File: src/simd_fp_pkg.sv
// Constants and types for the SIMD floating-point exception signalling block
package simd_fp_pkg;
    // ----------------------------------------
    // Sizes and register map
    // ----------------------------------------
    localparam int          LANES       = 4;
    localparam int          LANE_W      = 32;
    localparam logic [3:0]  CSR_OFF     = 4'h0;
    localparam logic [3:0]  FAULT_OFF   = 4'h4;
    localparam logic [3:0]  ENTRY_OFF   = 4'h8;
    // ----------------------------------------
    // Control/status field positions
    // ----------------------------------------
    localparam int          FLAG_LSB    = 0;
    localparam int          DAZ_BIT     = 6;
    localparam int          MASK_LSB    = 7;
    localparam int          FTZ_BIT     = 15;
    localparam int          CSR_W       = 16;
    localparam logic [15:0] CSR_RESET   = 16'h1f80;
    // ----------------------------------------
    // Fault entry
    // ----------------------------------------
    localparam logic [7:0]  FAULT_VEC   = 8'h13;
    localparam int          GATE_BIT    = 0;
    localparam int          IF_BIT      = 9;
    localparam logic        GATE_RESET  = 1'b1;
    localparam logic        IF_RESET    = 1'b1;
    localparam logic [31:0] QNAN_INDEF  = 32'hffc00000;

    typedef logic [LANES-1:0][LANE_W-1:0] lanes_t;

    typedef struct packed {
        logic             valid;
        logic             isPacked;
        logic             divide;
        logic [7:0]       tag;
        lanes_t           srcA;
        lanes_t           srcB;
        lanes_t           computed;
        logic [LANES-1:0][2:0] post;
    } op_t;

    typedef struct packed {
        logic             valid;
        logic [7:0]       tag;
        lanes_t           data;
    } wb_t;

    typedef struct packed {
        logic             valid;
        logic [7:0]       tag;
        logic [7:0]       vector;
        logic [5:0]       cause;
    } fault_t;
endpackage

File: src/lane_classify.sv
// Operand checks of one lane, made before the arithmetic
module lane_classify (
    input  wire logic [31:0] a,
    input  wire logic [31:0] b,
    input  wire logic        divide,
    input  wire logic        daz,
    output logic      [2:0]  pre,
    output logic      [31:0] defaultValue
);
    logic nanA, nanB, snanA, snanB, infA, infB, zA, zB, denA, denB;
    logic invalid, divZero, denormal;

    always_comb begin
        nanA  = (a[30:23] == 8'hff) && (a[22:0] != 23'h0);
        nanB  = (b[30:23] == 8'hff) && (b[22:0] != 23'h0);
        snanA = nanA && !a[22];
        snanB = nanB && !b[22];
        infA  = (a[30:23] == 8'hff) && (a[22:0] == 23'h0);
        infB  = (b[30:23] == 8'hff) && (b[22:0] == 23'h0);
        denA  = (a[30:23] == 8'h00) && (a[22:0] != 23'h0);
        denB  = (b[30:23] == 8'h00) && (b[22:0] != 23'h0);
        // Denormals read as zero only when that mode is on
        zA    = (a[30:0] == 31'h0) || (denA && daz);
        zB    = (b[30:0] == 31'h0) || (denB && daz);
        invalid = snanA || snanB
                || (divide && ((zA && zB) || (infA && infB)))
                || (!divide && infA && infB && (a[31] != b[31]));
        divZero  = divide && zB && !zA && !nanA && !infA;
        denormal = (denA || denB) && !daz;
        pre = {divZero, denormal, invalid};
        if (snanA) begin
            defaultValue = a | 32'h00400000;
        end else if (snanB) begin
            defaultValue = b | 32'h00400000;
        end else if (invalid) begin
            defaultValue = simd_fp_pkg::QNAN_INDEF;
        end else begin
            defaultValue = {a[31] ^ b[31], 8'hff, 23'h0};
        end
    end
endmodule // lane_classify

File: src/lane_resolve.sv
// Masking and result choice of one lane
module lane_resolve (
    input  wire logic [2:0]  pre,
    input  wire logic [2:0]  post,
    input  wire logic [5:0]  masks,
    input  wire logic        ftz,
    input  wire logic [31:0] computed,
    input  wire logic [31:0] defaultValue,
    output logic      [5:0]  flags,
    output logic      [31:0] result
);
    logic preStop;

    always_comb begin
        // Invalid or divide-by-zero means no arithmetic, so no late conditions
        preStop = pre[0] || pre[2] || |(pre & ~masks[2:0]);
        flags   = {preStop ? 3'h0 : post, pre};
        if (pre[0] || pre[2]) begin
            result = defaultValue;
        end else if (ftz && post[1] && masks[4]) begin
            result = {computed[31], 31'h0};
        end else begin
            result = computed;
        end
    end
endmodule // lane_resolve

File: src/simd_fp_exception.sv
// SIMD floating-point exception signalling unit with its control registers
module simd_fp_exception (
    input  wire logic                clock,
    input  wire logic                rst,
    input  wire logic [3:0]          regAddr,
    input  wire logic [31:0]         regWdata,
    input  wire logic                regWr,
    input  wire logic                regRd,
    output logic      [31:0]         regRdata,
    input  wire simd_fp_pkg::op_t    opIn,
    output simd_fp_pkg::wb_t         wbOut,
    output simd_fp_pkg::fault_t      faultOut,
    output logic                     intEnable
);
    // ----------------------------------------
    // State
    // ----------------------------------------
    typedef struct packed {
        logic [15:0]          csr;
        logic                 gateIsInt;
        logic                 ifl;
        logic [5:0]           lastCause;
        logic [15:0]          faultCount;
        logic [31:0]          rdata;
        simd_fp_pkg::wb_t     wb;
        simd_fp_pkg::fault_t  fault;
    } state_t;

    state_t st_reg;
    state_t st_next;

    // ----------------------------------------
    // Per-lane checks
    // ----------------------------------------
    logic [simd_fp_pkg::LANES-1:0][2:0]  lanePre;
    logic [simd_fp_pkg::LANES-1:0][5:0]  laneFlags;
    simd_fp_pkg::lanes_t                 laneDefault;
    simd_fp_pkg::lanes_t                 laneResult;
    logic [simd_fp_pkg::LANES-1:0]       laneOn;
    logic [5:0]                          masks;
    logic                                daz;
    logic                                ftz;

    assign masks = st_reg.csr[simd_fp_pkg::MASK_LSB +: 6];
    assign daz   = st_reg.csr[simd_fp_pkg::DAZ_BIT];
    assign ftz   = st_reg.csr[simd_fp_pkg::FTZ_BIT];

    genvar g;
    generate
        for (g = 0; g < simd_fp_pkg::LANES; g++) begin : gLane
            // Scalar work uses lane 0 only; upper lanes pass through
            assign laneOn[g] = (g == 0) || opIn.isPacked;

            lane_classify uClassify (
                .a            (opIn.srcA[g]),
                .b            (opIn.srcB[g]),
                .divide       (opIn.divide),
                .daz          (daz),
                .pre          (lanePre[g]),
                .defaultValue (laneDefault[g])
            );

            lane_resolve uResolve (
                .pre          (lanePre[g]),
                .post         (opIn.post[g]),
                .masks        (masks),
                .ftz          (ftz),
                .computed     (opIn.computed[g]),
                .defaultValue (laneDefault[g]),
                .flags        (laneFlags[g]),
                .result       (laneResult[g])
            );
        end
    endgenerate

    // ----------------------------------------
    // Lane merge
    // ----------------------------------------
    logic [5:0]          raised;
    logic [5:0]          unmasked;
    logic                faultNow;
    simd_fp_pkg::lanes_t wbData;

    always_comb begin
        raised = 6'h0;
        wbData = opIn.srcA;
        for (int i = 0; i < simd_fp_pkg::LANES; i++) begin
            if (laneOn[i]) begin
                raised    = raised | laneFlags[i];
                wbData[i] = laneResult[i];
            end
        end
        // Only this instruction's conditions count, never the stored flags
        unmasked = raised & ~masks;
        faultNow = opIn.valid && (unmasked != 6'h0);
    end

    // ----------------------------------------
    // Next state
    // ----------------------------------------
    always_comb begin
        st_next             = st_reg;
        st_next.rdata       = 32'h0;
        st_next.wb.valid    = 1'b0;
        st_next.fault.valid = 1'b0;

        if (regWr) begin
            case (regAddr)
                simd_fp_pkg::CSR_OFF: begin
                    st_next.csr = regWdata[simd_fp_pkg::CSR_W-1:0];
                end
                simd_fp_pkg::ENTRY_OFF: begin
                    st_next.gateIsInt = regWdata[simd_fp_pkg::GATE_BIT];
                    st_next.ifl       = regWdata[simd_fp_pkg::IF_BIT];
                end
                default: begin
                end
            endcase
        end

        // New operation accepted every cycle, no waiting on others
        if (opIn.valid) begin
            if (faultNow) begin
                // Report against this very instruction, in the next cycle
                st_next.fault.valid  = 1'b1;
                st_next.fault.tag    = opIn.tag;
                st_next.fault.vector = simd_fp_pkg::FAULT_VEC;
                st_next.fault.cause  = raised;
                st_next.lastCause    = raised;
                st_next.faultCount   = st_reg.faultCount + 16'h1;
                if (st_reg.gateIsInt) begin
                    st_next.ifl = 1'b0;
                end
                // No write-back and no flag update: restartable
            end else begin
                st_next.wb.valid = 1'b1;
                st_next.wb.tag   = opIn.tag;
                st_next.wb.data  = wbData;
                // Hardware set wins over a same-cycle software clear
                st_next.csr[simd_fp_pkg::FLAG_LSB +: 6] =
                    st_next.csr[simd_fp_pkg::FLAG_LSB +: 6] | raised;
            end
        end

        if (regRd) begin
            case (regAddr)
                simd_fp_pkg::CSR_OFF: begin
                    st_next.rdata = {16'h0, st_reg.csr};
                end
                simd_fp_pkg::FAULT_OFF: begin
                    st_next.rdata = {st_reg.faultCount,
                                     simd_fp_pkg::FAULT_VEC,
                                     2'h0, st_reg.lastCause};
                end
                simd_fp_pkg::ENTRY_OFF: begin
                    st_next.rdata = 32'h0;
                    st_next.rdata[simd_fp_pkg::GATE_BIT] = st_reg.gateIsInt;
                    st_next.rdata[simd_fp_pkg::IF_BIT]   = st_reg.ifl;
                end
                default: begin
                    st_next.rdata = 32'h0;
                end
            endcase
        end
    end

    // ----------------------------------------
    // Registers
    // ----------------------------------------
    always_ff @(posedge clock) begin
        if (rst) begin
            st_reg            <= '0;
            st_reg.csr        <= simd_fp_pkg::CSR_RESET;
            st_reg.gateIsInt  <= simd_fp_pkg::GATE_RESET;
            st_reg.ifl        <= simd_fp_pkg::IF_RESET;
        end else begin
            st_reg <= st_next;
        end
    end

    assign regRdata  = st_reg.rdata;
    assign wbOut     = st_reg.wb;
    assign faultOut  = st_reg.fault;
    assign intEnable = st_reg.ifl;
endmodule // simd_fp_exception

File: config.mk
export PLATFORM = sky130hd
export DESIGN_NAME = simd_fp_exception
export DESIGN_NICKNAME = d
export VERILOG_FILES = /design/src/simd_fp_pkg.sv /design/src/lane_classify.sv /design/src/lane_resolve.sv /design/src/simd_fp_exception.sv
export SDC_FILE = /design/constraint.sdc
export NUM_CORES = 1
export LEC_CHECK = 0
export ABC_AREA = 1
export BUFFER_PORTS_ARGS = -buffer_cell sky130_fd_sc_hd__buf_4
export CAP_MARGIN = 10
export CORE_AREA = 8 8 244 246
export CTS_BUF_LIST = sky130_fd_sc_hd__clkbuf_16
export DETAILED_ROUTE_END_ITERATION = 16
export DIE_AREA = 0 0 252 254
export PLACE_DENSITY = 0.55
export SKIP_CTS_REPAIR_TIMING = 1
export SLEW_MARGIN = 10
export SYNTH_ARGS = -nofsm -noshare
export SYNTH_HDL_FRONTEND = slang
export SYNTH_HIERARCHICAL = 1
export SYNTH_SLANG_ARGS = --single-unit
File: constraint.sdc
create_clock -name clock -period 3.5 [get_ports clock]
set_clock_uncertainty 0.2 [all_clocks]
set_input_delay 0.525 -clock clock [delete_from_list [all_inputs] [get_ports clock]]
set_output_delay 0.525 -clock clock [all_outputs]
set_load 0.05 [all_outputs]
==> PnR_summary.wiki <==
{| class="wikitable"
! Metric !! Value
|-
| Status || finished clean
|-
| Floorplan row count || 87
|-
| Worst r2r dst || wbOut[59]
|-
| Gp weighted congestion || approximately 0.9
|-
| Cell variety after synth || 35
|-
| Number of antenna violations at the first check in global routing || 10
|-
| Power Dens Cells || 331 mW/mm2
|-
| Post-route worst hold slack || about 0.012 ns
|-
| Count of maximum capacitance violations || 0
|-
| Count of endpoints failing setup in the final report || 0
|-
| Floorplan die area || about 0.064 mm2
|-
| Crit. End Element || register
|-
| Number of search-and-repair iterations in the first detailed-routing pass || 7
|-
| Final Slew Violations || 0
|-
| Worst reg-to-reg path cell count || 22
|-
| Cell chosen for the clock root || sky130_fd_sc_hd__clkbuf_16
|-
| Period utilization || between 90% and 100%
|-
| Internal reg-to-reg setup slack || between 0.2 and 0.25 ns
|-
| Die Wd || about 250 um
|-
| Share of post-route cells with drive strength above 1 || approximately 33%
|-
| Synthesized area per cell || around 6.3 um2
|-
| Max-slew headroom at the worst pin || between 30% and 40%
|-
| Net switching component of the power || roughly 2.4 mW
|-
| Leakage || about 11 nW
|-
| Total of flip-flops plus latches after synthesis || roughly 220
|-
| Layout-stage area growth over the synthesis result || 32.4%
|-
| Yosys warns || 6
|-
| Final Util || about two fifths
|-
| Number of cells on the worst hold path || 3
|-
| Core ar. || about 0.056 mm2
|-
| Last element of the critical path || wbOut[59]
|-
| Relative contribution of combinational cells to total power || roughly 26%
|-
| DR WL/cell || about 19 um
|-
| Starting Density || 31.3%
|-
| Drt via density || around 4.7
|-
| Total detailed-routing wirelength || between 70000 and 80000 um
|-
| Flop pwr share || 35.1%
|-
| Class of the worst hold path || primary input to register
|-
| Top FF cell, synth || sky130_fd_sc_hd__dfxtp_1
|-
| Boundary Pins || between 600 and 700
|-
| Largest net degree at the start of global routing || 97
|-
| Mapped Cells || between 2000 and 3000
|-
| IO Port Bufs || between 600 and 700
|-
| Number of flip-flops under the largest register name || 137
|-
| Half-perimeter wire length after placement || 56200 um
|-
| Clk sink count || 219
|-
| Clk Latency, worst-skew pair || approximately 0.56 ns
|-
| First-pass GRT wire length || 108000 um
|-
| Reg2reg start || daz
|-
| Startpoint of the most critical setup path || daz
|-
| Via count of the first global-routing pass || ~18000
|-
| Initial detailed-routing violation count || about 1100
|-
| Post-synth ARST share || 0%
|-
| Top achievable clock speed || 307 MHz
|-
| GRT Total Usage || between 20% and 30%
|-
| TritonCTS Buffers || 28
|-
| Remaining DRCs || 0
|-
| Maximum resistive drop on vdd || 0.245 mV
|-
| H-tree lvl count || 1
|-
| Most common library cell in the layout ignoring fill and taps || sky130_fd_sc_hd__nand2_1
|-
| Slew @ Worst Pin || 0.913 ns
|-
| CTS tree || built
|-
| Startpoint-to-endpoint class of the critical path || register to register
|-
| Routed via count || ~19000
|-
| Final Hold Vio Count || 0
|-
| Proportion of total power due to net switching || 32.0%
|-
| Number of flops mapped to enable cells by yosys || 0
|-
| Nets@finish || 3660
|-
| Sequential cell area fraction in the yosys report || between 20% and 30%
|-
| CP max FO || 18
|-
| Setup repair after global routing missed its margin || false
|-
| Clock network fraction of design power || around 40%
|-
| Routed Antenna Nets || 0
|-
| Maximum root-to-sink buffer count || 3
|-
| Clk pin slew, worst setup/hold paths || 0.06 ns
|-
| Arrival time worst endpoint || between 3 and 4 ns
|-
| Height of the die || between 200 and 300 um
|-
| Kind of start point of the critical path || register
|-
| Global-route congestion overflow total || 0
|-
| Combined area of all synthesized cells || 0.0174 mm2
|-
| Final Critical Period || around 3.3 ns
|-
| Required time of the critical path || approximately 3.7 ns
|-
| Internal Power || 5.19 mW
|-
| Commonest cells after routing, fill and taps aside || sky130_fd_sc_hd__nand2_1 (944), sky130_fd_sc_hd__buf_4 (781), sky130_fd_sc_hd__dfxtp_1 (219)
|}
kinds of logic after synthesis:
kind of cell / Yosys count / synth area share [%]
other cells: 5 / 0.108
xor+xnor: 18 / 0.904
simple gates: 1608 / 42.5
fa+ha+maj: 1 / 0.0717
flops: 219 / 25.1
compound gates: 293 / 10.3
buf+inv: 604 / 20.9
area by class of cell:
type | count | area, um2
clock inverter | 20 | 200
fill | 6021 | 32600
tap | 756 | 946
inverter | 188 | 712
clock buffer | 29 | 726
sequential | 219 | 4380
antenna | 6 | 15.0
multi-input combinational | 1957 | 9580
timing repair buffer | 818 | 6520
power by group through the flow:
stage	Sequential (mW)	Clock [mW]	Combinational, mW
after global routing	2.69	3.17	2.11
after floorplan	2.71	0	1.19
final	2.68	2.99	1.97
after detailed placement	2.73	0	1.92
after global placement	2.73	0	1.92
after CTS	2.68	3.08	1.93
how the worst min path moves through the flow:
stage | start | endpoint | slack (ns)
2_1_floorplan | st_reg[229] | regRdata[13] | 0.22
3_3_place_gp | st_reg[230] | regRdata[14] | 0.23
3_5_place_dp | st_reg[230] | regRdata[14] | 0.24
4_1_cts | regWdata[9] | masks[2] | -0.04
5_1_grt | regWdata[0] | st_reg[216] | 0.02
6_report | regWdata[0] | st_reg[215] | 0.01
Yosys cell counts (all sizes together), types with 5 or more instances:
library cell | number | area share [%]
nand2 | 983 | 22
buf | 366 | 16
nor2 | 226 | 6.5
dfxtp | 219 | 25
inv | 186 | 4.0
nand3 | 176 | 6.1
a21oi | 170 | 4.9
nand4 | 154 | 5.5
o21ai | 110 | 4.9
clkbuf | 50 | 1.1
nor3 | 42 | 1.4
nand3b | 19 | 0.82
xor2 | 14 | 0.70
o211ai | 9 | 0.39
conb | 5 | 0.11
per-layer routing:
metal | GRT usage [%] | up-vias | routed length (um)
met3 | 5.56 | 90 | 5880
met5 | 0 | - | 47
li1 | - | 9474 | -
met1 | 26.7 | 8402 | 31500
met2 | 36.4 | 623 | 35800
met4 | 5.39 | 8 | 1630
critical path, cell delays in order (launching register included):
cell and delay, ns:
sky130_fd_sc_hd__dfxtp_1 0.39, sky130_fd_sc_hd__buf_6 0.18, sky130_fd_sc_hd__inv_1 0.08, sky130_fd_sc_hd__nand2_2 0.09, sky130_fd_sc_hd__nand2_2 0.08, sky130_fd_sc_hd__nor3b_2 0.23, sky130_fd_sc_hd__buf_4 0.17, sky130_fd_sc_hd__nor2_4 0.04
sky130_fd_sc_hd__o21ai_1 0.12, sky130_fd_sc_hd__nor2_1 0.06, sky130_fd_sc_hd__nor2_1 0.08, sky130_fd_sc_hd__nand2_1 0.06, sky130_fd_sc_hd__nand2_1 0.09, sky130_fd_sc_hd__nand2_1 0.12, sky130_fd_sc_hd__nand2_1 0.08, sky130_fd_sc_hd__nand2_1 0.08
sky130_fd_sc_hd__nor2_4 0.15, sky130_fd_sc_hd__buf_12 0.13, sky130_fd_sc_hd__nand3_4 0.09, sky130_fd_sc_hd__buf_12 0.20, sky130_fd_sc_hd__clkbuf_16 0.20, sky130_fd_sc_hd__nand2_1 0.08, sky130_fd_sc_hd__a21oi_1 0.06
metrics by stage:
step	worst slack [ns]	std cells	area, um2	power (mW)	TNS, ns
floorplan	0.503	2780	17600	3.91	0
global placement	-0.404	3925	21900	4.65	-62.29
detailed placement	-0.429	3925	21900	4.65	-63.90
CTS	-0.144	3974	22800	7.68	-13.92
global route	0.0247	3991	23100	7.97	0
finish	0.246	3993	23100	7.63	0
No activity file was read; power rests on OpenSTA's default activity.
